## config.mk

```make
export PLATFORM = sky130hd
export DESIGN_NAME = ac_link_ctrl_ac_link_ctrl
export DESIGN_NICKNAME = d
export VERILOG_FILES = /design/src/verilog/ac_link_ctrl_pkg.sv /design/src/verilog/ac_link_ctrl_ac_link_ctrl.sv /design/src/verilog/ac_link_ctrl_fifo.sv /design/src/verilog/ac_link_ctrl_sync.sv
export SDC_FILE = /design/constraint.sdc
export NUM_CORES = 2
export LEC_CHECK = 0
export CORE_AREA = 2 2 230 232
export CTS_BUF_LIST = sky130_fd_sc_hd__clkbuf_16
export DETAILED_ROUTE_END_ITERATION = 8
export DIE_AREA = 0 0 232 234
export DONT_BUFFER_PORTS = 1
export GPL_TIMING_DRIVEN = 0
export PLACE_DENSITY = 0.75
export SLEW_MARGIN = 15
export SYNTH_ARGS = -nofsm -noshare
export SYNTH_HDL_FRONTEND = slang
export SYNTH_SLANG_ARGS = --single-unit
```

## constraint.sdc

```tcl
create_clock -name clk_i -period 5.3 [get_ports clk_i]
set_input_delay 1.06 -clock clk_i [delete_from_list [all_inputs] [get_ports clk_i]]
set_output_delay 1.06 -clock clk_i [all_outputs]
set_load 0.02 [all_outputs]
```

## src/verilog/ac_link_ctrl_pkg.sv

```systemverilog
// Purpose: Shared constants, types and slot decoding for the AC-link controller
// Assumes: Byte addresses on an 8-bit classic Wishbone address
// Notes:   Data slots carry 16-bit samples in the upper bits of 20-bit slots
package ac_link_ctrl_pkg;
  localparam int NSTR = 7;
  localparam logic [7:0] OFF_CTL = 8'h00;
  localparam logic [7:0] OFF_SLT = 8'h04;
  localparam logic [7:0] OFF_STS = 8'h08;
  localparam logic [7:0] OFF_MSK = 8'h0c;
  localparam logic [7:0] OFF_ACC = 8'h10;
  localparam logic [7:0] OFF_DAT = 8'h20;
  localparam int CTL_LINK = 16;
  localparam int CTL_MIC = 17;
  localparam int STS_ACC = 2;
  localparam int ACC_RD_BIT = 31;
  localparam int ACC_ID_LSB = 24;
  localparam int ACC_ADDR_LSB = 16;
  localparam logic [31:0] CTL_RST = 32'h0000_0000;
  localparam logic [3:0] SLOT_TAG = 4'h0;
  localparam logic [3:0] SLOT_CMD = 4'h1;
  localparam logic [3:0] SLOT_DAT = 4'h2;
  localparam logic [3:0] SLOT_LAST = 4'hc;
  localparam logic [4:0] POS_TAG_LAST = 5'h0f;
  localparam logic [4:0] POS_LAST = 5'h13;
  localparam logic [2:0] STR_PCM = 3'h0;
  localparam logic [2:0] STR_SUR = 3'h1;
  localparam logic [2:0] STR_CEN = 3'h2;
  localparam logic [2:0] STR_LFE = 3'h3;
  localparam logic [2:0] STR_REC = 3'h4;
  localparam logic [2:0] STR_MDO = 3'h5;
  localparam logic [2:0] STR_MDI = 3'h6;
  localparam logic [2:0] STR_NONE = 3'h7;
  localparam logic [6:0] RX_MASK = 7'h50;
  localparam logic [1:0] FIFO_DEPTH = 2'h2;

  typedef enum logic [1:0] {ACC_IDLE, ACC_PEND, ACC_TX, ACC_RX} ac_link_ctrl_acc_e;

  function automatic logic [2:0] tx_map(input logic [3:0] s);
    case (s)
      4'h3, 4'h4: tx_map = STR_PCM;
      4'h5: tx_map = STR_MDO;
      4'h6: tx_map = STR_CEN;
      4'h7, 4'h8: tx_map = STR_SUR;
      4'h9: tx_map = STR_LFE;
      default: tx_map = STR_NONE;
    endcase
  endfunction

  function automatic logic [3:0] tx_slot(input logic [2:0] k);
    case (k)
      STR_SUR: tx_slot = 4'h7;
      STR_CEN: tx_slot = 4'h6;
      STR_LFE: tx_slot = 4'h9;
      STR_MDO: tx_slot = 4'h5;
      default: tx_slot = 4'h3;
    endcase
  endfunction

  function automatic logic [2:0] rx_map(input logic [3:0] s, input logic mic);
    case (s)
      4'h3, 4'h4: rx_map = mic ? STR_NONE : STR_REC;
      4'h5: rx_map = STR_MDI;
      4'h6: rx_map = mic ? STR_REC : STR_NONE;
      default: rx_map = STR_NONE;
    endcase
  endfunction
endpackage

```

## src/verilog/ac_link_ctrl_ac_link_ctrl.sv

```systemverilog
// Purpose: AC-link controller with Wishbone registers, frame engine and stream FIFOs
// Assumes: bit_clk_i is far slower than clk_i; codecs drive unused slots low
// Notes:   Both serial inputs are merged by OR for slot data
// Overview of operation
// - Link enable bit drives link reset, default 0
// - Running bit clock starts sync and framing
// - Tag codec-ready sets per-input ready status
// - Ready events seen by polling or interrupt
// - Two serial inputs, at most two codecs
// - Finished codec access sets access-ready status
// - Read flag one starts codec register read
// - Read flag zero starts codec register write
// - Send valid-tagged slots, capture incoming slots
// - Slot-enable bit gates each stream
// - Separate FIFO per stream; DMA fills playback FIFOs, empties record FIFOs
// - Control-enable bit gates each DMA request
// - Samples are 16 bits wide
// - Record source is PCM pair or mic
// - Sample in upper 16 bits; word access only
// - DMA request drops on data register access
`timescale 1ns/100ps
`default_nettype none
module ac_link_ctrl_ac_link_ctrl (
  input  wire logic        clk_i,
  input  wire logic        rst_i,
  input  wire logic        wb_cyc_i,
  input  wire logic        wb_stb_i,
  input  wire logic        wb_we_i,
  input  wire logic [7:0]  wb_adr_i,
  input  wire logic [3:0]  wb_sel_i,
  input  wire logic [31:0] wb_dat_i,
  output logic      [31:0] wb_dat_o,
  output logic             wb_ack_o,
  input  wire logic        bit_clk_i,
  input  wire logic [1:0]  sdata_in_i,
  output logic             sync_o,
  output logic             sdata_out_o,
  output logic             link_reset_n_o,
  output logic      [6:0]  dma_req_o,
  output logic             irq_o
);
  typedef struct packed {
    logic [31:0]         ctl;
    logic [6:0]          slt;
    logic [2:0]          sts;
    logic [2:0]          msk;
    logic                irq;
    logic                acc_rd;
    logic [1:0]          acc_id;
    logic [6:0]          acc_addr;
    logic [15:0]         acc_wdat;
    logic [15:0]         acc_rdat;
    ac_link_ctrl_pkg::ac_link_ctrl_acc_e ast;
    logic                cmd_frm;
    logic                bck;
    logic [3:0]          slot;
    logic [4:0]          pos;
    logic                sync;
    logic                sdo;
    logic [19:0]         txsh;
    logic [19:0]         rxsh;
    logic [15:0]         tagv;
    logic [12:3]         sreq;
    logic                st_ok;
    logic [6:0]          act;
    logic [6:0]          half;
    logic [1:0][15:0]    hold;
    logic                ack;
    logic [31:0]         rdat;
    logic [6:0]          dreq;
  } ac_link_ctrl_state_s;

  ac_link_ctrl_state_s      q;
  ac_link_ctrl_state_s      d;
  logic [2:0]       pin_s;
  logic [6:0]       push;
  logic [6:0]       pop;
  logic [6:0]       empty;
  logic [6:0]       full;
  logic [6:0]       acc_hit;
  logic [6:0][31:0] fdout;
  logic [31:0]      rx_word;
  logic [19:0]      w;
  logic [15:0]      tagw;
  logic [15:0]      smp;
  logic [2:0]       sx;
  logic [2:0]       didx;
  logic [2:0]       set_sts;
  logic [4:0]       last;
  logic             rise;
  logic             fall;
  logic             hit;
  logic             hs;

  // Bit clock and both serial inputs share one synchroniser so they stay aligned
  ac_link_ctrl_sync #(
    .W(3)
  ) u_sync (
    .clk_i(clk_i),
    .rst_i(rst_i),
    .d_i  ({bit_clk_i, sdata_in_i}),
    .q_o  (pin_s)
  );

  for (genvar g = 0; g < ac_link_ctrl_pkg::NSTR; g++)
  begin : g_fifo
    ac_link_ctrl_fifo u_fifo (
      .clk_i  (clk_i),
      .rst_i  (rst_i),
      .push_i (push[g]),
      .data_i (ac_link_ctrl_pkg::RX_MASK[g] ? rx_word : wb_dat_i),
      .pop_i  (pop[g]),
      .data_o (fdout[g]),
      .empty_o(empty[g]),
      .full_o (full[g])
    );
  end

  always_comb
  begin
    d = q;
    push = '0;
    pop = '0;
    acc_hit = '0;
    rx_word = '0;
    set_sts = '0;
    w = '0;
    tagw = '0;
    smp = '0;
    hs = 1'b0;
    sx = ac_link_ctrl_pkg::STR_NONE;
    rise = pin_s[2] & ~q.bck;
    fall = ~pin_s[2] & q.bck;
    last = (q.slot == ac_link_ctrl_pkg::SLOT_TAG) ? ac_link_ctrl_pkg::POS_TAG_LAST : ac_link_ctrl_pkg::POS_LAST;
    hit = wb_cyc_i & wb_stb_i & ~q.ack;
    didx = wb_adr_i[4:2];
    d.bck = pin_s[2];
    d.ack = hit;
    // Link held in reset: park the counters so the first edge opens a frame
    if (!q.ctl[ac_link_ctrl_pkg::CTL_LINK])
    begin
      d.slot = ac_link_ctrl_pkg::SLOT_LAST;
      d.pos = ac_link_ctrl_pkg::POS_LAST;
      d.sync = 1'b0;
      d.sdo = 1'b0;
      d.act = '0;
      d.half = '0;
      d.cmd_frm = 1'b0;
      d.sreq = '0;
    end
    else if (rise)
    begin
      if (q.pos != last)
      begin
        d.pos = q.pos + 5'h01;
        d.txsh = {q.txsh[18:0], 1'b0};
      end
      else
      begin
        d.pos = '0;
        d.slot = (q.slot == ac_link_ctrl_pkg::SLOT_LAST) ? ac_link_ctrl_pkg::SLOT_TAG : q.slot + 4'h1;
        case (d.slot)
          ac_link_ctrl_pkg::SLOT_TAG:
          begin
            if (q.cmd_frm && q.acc_rd)
              d.ast = ac_link_ctrl_pkg::ACC_RX;
            else if (q.cmd_frm)
            begin
              d.ast = ac_link_ctrl_pkg::ACC_IDLE;
              set_sts[ac_link_ctrl_pkg::STS_ACC] = 1'b1;
            end
            d.cmd_frm = (q.ast == ac_link_ctrl_pkg::ACC_PEND);
            if (q.ast == ac_link_ctrl_pkg::ACC_PEND)
              d.ast = ac_link_ctrl_pkg::ACC_TX;
            // Requests are active low and come from the previous frame
            for (int k = 0; k < ac_link_ctrl_pkg::NSTR; k++)
            begin
              d.act[k] = ~ac_link_ctrl_pkg::RX_MASK[k] & q.slt[k] & ~empty[k]
                         & ~q.sreq[ac_link_ctrl_pkg::tx_slot(3'(k))];
            end
            tagw[14] = d.cmd_frm & (q.acc_id == 2'h0);
            tagw[13] = tagw[14] & ~q.acc_rd;
            for (int n = 3; n <= 12; n++)
            begin
              sx = ac_link_ctrl_pkg::tx_map(4'(n));
              if (sx != ac_link_ctrl_pkg::STR_NONE)
                tagw[15 - n] = d.act[sx];
            end
            tagw[15] = (|tagw[14:3]) | d.cmd_frm;
            tagw[1:0] = d.cmd_frm ? q.acc_id : 2'h0;
            w = {tagw, 4'h0};
          end
          ac_link_ctrl_pkg::SLOT_CMD:
          begin
            if (q.cmd_frm)
              w = {q.acc_rd, q.acc_addr, 12'h000};
          end
          ac_link_ctrl_pkg::SLOT_DAT:
          begin
            if (q.cmd_frm && !q.acc_rd)
              w = {q.acc_wdat, 4'h0};
          end
          default:
          begin
            sx = ac_link_ctrl_pkg::tx_map(d.slot);
            if (sx != ac_link_ctrl_pkg::STR_NONE && q.act[sx])
            begin
              // Low half first: left of a pair, or earlier of two mono samples
              smp = q.half[sx] ? fdout[sx][31:16] : fdout[sx][15:0];
              w = {smp, 4'h0};
              d.half[sx] = ~q.half[sx];
              pop[sx] = q.half[sx];
            end
          end
        endcase
        d.txsh = w;
        d.sync = (d.slot == ac_link_ctrl_pkg::SLOT_TAG);
      end
      d.sdo = d.txsh[19];
    end
    else if (fall)
    begin
      w = {q.rxsh[18:0], pin_s[0] | pin_s[1]};
      d.rxsh = w;
      if (q.slot == ac_link_ctrl_pkg::SLOT_TAG && q.pos == 5'h00)
        set_sts[1:0] = pin_s[1:0];
      if (q.pos == last)
      begin
        case (q.slot)
          ac_link_ctrl_pkg::SLOT_TAG:
            d.tagv = w[15:0];
          ac_link_ctrl_pkg::SLOT_CMD:
          begin
            // Request bit 11 belongs to slot 3, bit 2 to slot 12
            for (int n = 3; n <= 12; n++)
              d.sreq[n] = w[14 - n];
            d.st_ok = q.tagv[14] & (w[18:12] == q.acc_addr);
          end
          ac_link_ctrl_pkg::SLOT_DAT:
          begin
            if (q.ast == ac_link_ctrl_pkg::ACC_RX && q.st_ok && q.tagv[13])
            begin
              d.acc_rdat = w[19:4];
              d.ast = ac_link_ctrl_pkg::ACC_IDLE;
              set_sts[ac_link_ctrl_pkg::STS_ACC] = 1'b1;
            end
          end
          default:
          begin
            sx = ac_link_ctrl_pkg::rx_map(q.slot, q.ctl[ac_link_ctrl_pkg::CTL_MIC]);
            smp = w[19:4];
            hs = (sx == ac_link_ctrl_pkg::STR_MDI);
            if (sx != ac_link_ctrl_pkg::STR_NONE && q.tagv[4'hf - q.slot] && q.slt[sx])
            begin
              // A full FIFO drops the word; DMA was too slow
              if (sx == ac_link_ctrl_pkg::STR_REC && q.ctl[ac_link_ctrl_pkg::CTL_MIC])
              begin
                rx_word = {16'h0000, smp};
                push[sx] = ~full[sx];
              end
              // A left slot always restarts the pair, so a mid-frame enable cannot swap halves
              else if (!q.half[sx] || q.slot == 4'h3)
              begin
                d.hold[hs] = smp;
                d.half[sx] = 1'b1;
              end
              else
              begin
                rx_word = {smp, q.hold[hs]};
                push[sx] = ~full[sx];
                d.half[sx] = 1'b0;
              end
            end
          end
        endcase
      end
    end
    if (hit)
    begin
      d.rdat = '0;
      if (wb_adr_i == ac_link_ctrl_pkg::OFF_CTL)
      begin
        d.rdat = q.ctl;
        if (wb_we_i)
          d.ctl = wb_dat_i;
      end
      else if (wb_adr_i == ac_link_ctrl_pkg::OFF_SLT)
      begin
        d.rdat = {25'h0, q.slt};
        if (wb_we_i)
          d.slt = wb_dat_i[6:0];
      end
      else if (wb_adr_i == ac_link_ctrl_pkg::OFF_STS)
      begin
        d.rdat = {29'h0, q.sts};
        if (wb_we_i)
          d.sts = q.sts & ~wb_dat_i[2:0];
      end
      else if (wb_adr_i == ac_link_ctrl_pkg::OFF_MSK)
      begin
        d.rdat = {29'h0, q.msk};
        if (wb_we_i)
          d.msk = wb_dat_i[2:0];
      end
      else if (wb_adr_i == ac_link_ctrl_pkg::OFF_ACC)
      begin
        d.rdat = {q.acc_rd, 5'h00, q.acc_id, 1'b0, q.acc_addr, q.acc_rdat};
        if (wb_we_i)
        begin
          d.acc_rd = wb_dat_i[ac_link_ctrl_pkg::ACC_RD_BIT];
          d.acc_id = wb_dat_i[ac_link_ctrl_pkg::ACC_ID_LSB +: 2];
          d.acc_addr = wb_dat_i[ac_link_ctrl_pkg::ACC_ADDR_LSB +: 7];
          d.acc_wdat = wb_dat_i[15:0];
          d.ast = ac_link_ctrl_pkg::ACC_PEND;
        end
      end
      else if (wb_adr_i[7:5] == ac_link_ctrl_pkg::OFF_DAT[7:5] && didx != ac_link_ctrl_pkg::STR_NONE)
      begin
        // Partial-word accesses are acknowledged but move no data
        if (wb_sel_i == 4'hf)
        begin
          acc_hit[didx] = 1'b1;
          if (ac_link_ctrl_pkg::RX_MASK[didx])
          begin
            d.rdat = fdout[didx];
            pop[didx] = ~wb_we_i;
          end
          else
            push[didx] = wb_we_i;
        end
      end
    end
    d.sts = d.sts | set_sts;  // Hardware set wins over a same-cycle clear
    d.irq = |(d.sts & d.msk);
    for (int k = 0; k < ac_link_ctrl_pkg::NSTR; k++)
    begin
      d.dreq[k] = q.ctl[k] & ~acc_hit[k]
                  & (ac_link_ctrl_pkg::RX_MASK[k] ? ~empty[k] : ~full[k]);
    end
  end

  always_ff @(posedge clk_i)
  begin
    if (rst_i)
      q <= '0;
    else
      q <= d;
  end

  assign wb_dat_o = q.rdat;
  assign wb_ack_o = q.ack;
  assign sync_o = q.sync;
  assign sdata_out_o = q.sdo;
  assign link_reset_n_o = q.ctl[ac_link_ctrl_pkg::CTL_LINK];
  assign dma_req_o = q.dreq;
  assign irq_o = q.irq;
endmodule
`default_nettype wire

```

## src/verilog/ac_link_ctrl_fifo.sv

```systemverilog
// Purpose: Two-word sample FIFO for one stream
// Assumes: Push when full and pop when empty are ignored
// Notes:   Output word is the registered head entry
`timescale 1ns/100ps
`default_nettype none
module ac_link_ctrl_fifo (
  input  wire logic        clk_i,
  input  wire logic        rst_i,
  input  wire logic        push_i,
  input  wire logic [31:0] data_i,
  input  wire logic        pop_i,
  output logic      [31:0] data_o,
  output logic             empty_o,
  output logic             full_o
);
  typedef struct packed {
    logic [1:0][31:0] mem;
    logic             wp;
    logic             rp;
    logic [1:0]       cnt;
  } ac_link_ctrl_fifo_s;

  ac_link_ctrl_fifo_s q;
  ac_link_ctrl_fifo_s d;
  logic       do_push;
  logic       do_pop;

  always_comb
  begin
    d = q;
    do_push = push_i & (q.cnt != ac_link_ctrl_pkg::FIFO_DEPTH);
    do_pop = pop_i & (q.cnt != 2'h0);
    if (do_push)
    begin
      d.mem[q.wp] = data_i;
      d.wp = ~q.wp;
    end
    if (do_pop)
      d.rp = ~q.rp;
    d.cnt = q.cnt + {1'b0, do_push} - {1'b0, do_pop};
  end

  always_ff @(posedge clk_i)
  begin
    if (rst_i)
      q <= '0;
    else
      q <= d;
  end

  assign data_o = q.mem[q.rp];
  assign empty_o = (q.cnt == 2'h0);
  assign full_o = (q.cnt == ac_link_ctrl_pkg::FIFO_DEPTH);
endmodule
`default_nettype wire

```

## src/verilog/ac_link_ctrl_sync.sv

```systemverilog
// Purpose: Two-stage synchroniser for link pins
// Assumes: Inputs are asynchronous to clk_i
// Notes:   Only the second stage is visible outside
`timescale 1ns/100ps
`default_nettype none
module ac_link_ctrl_sync #(
  parameter int W = 3
) (
  input  wire logic         clk_i,
  input  wire logic         rst_i,
  input  wire logic [W-1:0] d_i,
  output logic      [W-1:0] q_o
);
  typedef struct packed {
    logic [W-1:0] s1;
    logic [W-1:0] s2;
  } ac_link_ctrl_sync_s;

  ac_link_ctrl_sync_s q;
  ac_link_ctrl_sync_s d;

  always_comb
  begin
    d.s1 = d_i;
    d.s2 = q.s1;
  end

  always_ff @(posedge clk_i)
  begin
    if (rst_i)
      q <= '0;
    else
      q <= d;
  end

  assign q_o = q.s2;
endmodule
`default_nettype wire
```

==> flow_summary.toml <==
[detailed_routing]
first_iter_violations = 4784
vias = 31900
antenna_left = 0
routed_wl_um = 124000
avgRoutedWirePerCell_um = 24.9
vias_per_cell = 6.42
drc_errors = 0
first_pass_iters = 9

[hold_path]
hold_path.class = "reg -> reg"
worstHoldEndpoint = "u_sync.q_o[2]"
hp-start = "u_sync.d[2]"
holdPathStages = 1

[floorplan]
rows = 84
fp.coreArea_um2 = 52000
die_h_um = 234
dieArea_um2 = 54300
boundaryPins = 96
start_util_pct = 62.9
die_w_um = 232

[pwr]
p_int_mw = 8.38
seqPwrFrac_pct = 48.5
pwr-share-clk_pct = 46.2
ir_drop_mv = 0.269
p_total_mw = 11.2
leakagePower_nw = 11.9
power_switching_mw = 2.78
power_density_nw_per_um2 = 310
p_sw_share_pct = 24.9
p_comb_share_pct = 5.2

[yosys]
async_reset_ff_share_pct = 0
postSynthCellCount = 4141
synth_cell_types = 86
synth_seq_area_share_pct = 43.9
post_synth_instance_area_um2 = 32700
syn_nets = 4216
synth_top_flop_cell = "dfxtp_1"
yosysTopAreaCellShare_pct = 43.9
yosys.area.top_type = "dfxtp_1"
syn_avg_cell_area_um2 = 7.90
synth-edff-count = 0
ys_top_cells_by_area = "dfxtp_1 (44%), nand2_1 (14%), a21oi_1 (9.9%), mux2i_1 (5.4%), mux2_2 (4.6%)"
ys_seq_elements = 717
yosysWarnings = 0

[cells_and_area]
final_common_cell = "nand2_1"
fin_nets = 4295
layout-drive-gt1-share_pct = 8.34
stdcell_area_um2 = 36000
layout.cells.non_filler = 4972
final_cell_mix = "nand2_1 (1198), dfxtp_1 (717), a21oi_1 (648)"
area_delta_synth_final_pct = 9.98

[placed_design]
placed_cell_area_um2 = 33600
hpwl_um = 93400
dpl.cell_count = 4829
gp_congestion = 1.07
io_buffers = 0

[run_status]
status = "complete, but fails checks"
failed_checks = "setup timing"

[timing]
slew_violations = 0
rsz0062_at_grt = "no"
setup_ws_ps = -12.9
relSlewSlack_pct = 11.1
tightest_slew_ps = 1330
fin_skew_ps = 32.1
min_period_ps = 5310
finalHoldViolCount = 0
setup_viol = 1
max_freq_mhz = 188
period_share_pct = 100
setup_tns_ps = -12.9

[global_routing]
gr-total-overflow = 0
antenna_found_initial = 1
groute.usage.overall_pct = 44.4
grt_start_max_net_pins = 14
grt_pass1_wl_um = 179000
grt_pass1_vias = 28100

[flow_run]
maxCapViolations = 0

[clock_network]
holdBufCountCts = 0
clk_pin_slew_worst_paths_ps = 60
postCtsResizedCells = 0
insertion_delay_ps = 650
cts_tree = "built"
cts_sinks = 717
cts_setup_buffers = 0
ctsLongestPathBuffers = 3
numCtsBuffers = 76
htreeDepth = 3
cts_root_buffer = "clkbuf_16"

[setup_path]
crit_type = "reg -> reg"
cp-start-kind = "flip-flop"
cp.required_ps = 5820
ff2ff_path_depth = 14
reg2reg_to = "q[150]"
reg2reg_from = "q[160]"
regToRegSetupSlack_ps = -10
end_kind = "flip-flop"
critPathArrivalTime_ps = 5830
worstPathMaxFanout = 10
layout make-up:
class	count	area, um^2
clock buffer	79	1980
inverter	40	150
buffer	405	1740
antenna	2	5.00
tap	688	861
fill	4542	16000
timing repair buffer	1	7.51
multi-input combinational	2979	16500
clock inverter	61	372
sequential	717	14400
per-stage QoR:
| stage | setup slack, ps | utilization, % | hold slack (ps) |
|---|---|---|---|
| 2_1_floorplan | 1400 | - | 414 |
| 3_3_place_gp | 436 | 64.6 | 417 |
| 3_5_place_dp | 381 | 64.6 | 436 |
| 4_1_cts | 428 | 69.1 | 449 |
| 5_1_grt | 2.01 | 69.2 | 463 |
| 6_report | -12.9 | 69.2 | 441 |
critical path: stages, from the launching register on:
cell and delay, ps:
dfxtp_1 400, buf_4 220, inv_1 80, ha_1 200
buf_2 180, nand2b_4 180, a2111oi_4 580, o22a_1 270
o221a_2 230, clkbuf_1 580, clkbuf_1 490, o21ai_0 280
a211oi_1 750, mux2i_1 400, o32ai_1 340
flip-flops by register name, indices dropped and copies added (netlist names), 3 cells and up:
signal,count
dma_req_o,7
g_fifo.u_fifo.q,476
u_sync.q_o,3
q,191
u_sync.d,3
wb_dat_o,32
cells in the mapped netlist (4+ instances only):
| cell | n |
|---|---|
| nand3_1 | 12 |
| a311oi_1 | 4 |
| nor3b_1 | 8 |
| or3_1 | 4 |
| buf_2 | 20 |
| clkbuf_1 | 319 |
| a221oi_1 | 28 |
| mux2_2 | 135 |
| nor4_4 | 6 |
| nand2b_1 | 24 |
| o21ai_1 | 4 |
| or2_2 | 4 |
| nor2b_1 | 37 |
| nor4b_1 | 6 |
| a22oi_1 | 10 |
| o31ai_1 | 5 |
| buf_6 | 4 |
| dfxtp_1 | 717 |
| ha_1 | 23 |
| nand2_1 | 1198 |
| inv_1 | 40 |
| o211ai_1 | 5 |
| and3_1 | 10 |
| mux2_1 | 5 |
| a31oi_1 | 18 |
| nand4_1 | 10 |
| o22ai_1 | 86 |
| xnor2_1 | 17 |
| o21ai_0 | 58 |
| xor2_1 | 6 |
| nor4_1 | 25 |
| and2_1 | 29 |
| mux2i_1 | 176 |
| o32ai_1 | 12 |
| buf_4 | 43 |
| nor3_1 | 51 |
| a21o_1 | 6 |
| a221o_1 | 24 |
| buf_1 | 19 |
| a21oi_1 | 648 |
| nor2_1 | 191 |
| a211oi_1 | 29 |
worst max path at each step:
| stage | cells after the start | startpoint | endpoint |
|---|---|---|---|
| finish | 14 | q[160] | q[150] |
| global route | 14 | q[161] | q[151] |
| CTS | 14 | q[161] | q[145] |
| detailed placement | 19 | q[161] | g_fifo[1].u_fifo.q[1] |
| global placement | 10 | wb_adr_i[2] | g_fifo[2].u_fifo.q[46] |
| floorplan | 18 | q[160] | g_fifo[5].u_fifo.q[1] |
cell families (layout without fill, tap and decap cells):
family / count (synthesis) / after routing / share of synthesized area (%)
flops: 717 / 717 / 43.9
simple gates: 1641 / 1641 / 21.2
buf+inv: 445 / 586 / 5.77
compound gates: 974 / 974 / 17.4
xor+xnor: 23 / 23 / 0.616
fa+ha+maj: 23 / 23 / 0.879
other cells: 0 / 2 / 0
mux: 318 / 318 / 10.3
power groups by stage:
stage	clock network, mW	registers, mW	logic [mW]
after floorplan	0	5.53	0.320
after global placement	0	5.54	0.544
after detailed placement	0	5.54	0.545
after CTS	5.12	5.42	0.547
after global routing	5.35	5.42	0.588
final	5.16	5.42	0.585
metal layers:
metal	vias to the layer above	GRT usage, %	share of wire, %
met5	-	0	0.010
met4	2	19.7	5.2
met1	15000	60.9	39
met2	2277	63.5	41
li1	14200	-	-
met3	417	14.5	15
Note: power is estimated with default switching activity, not from simulation.
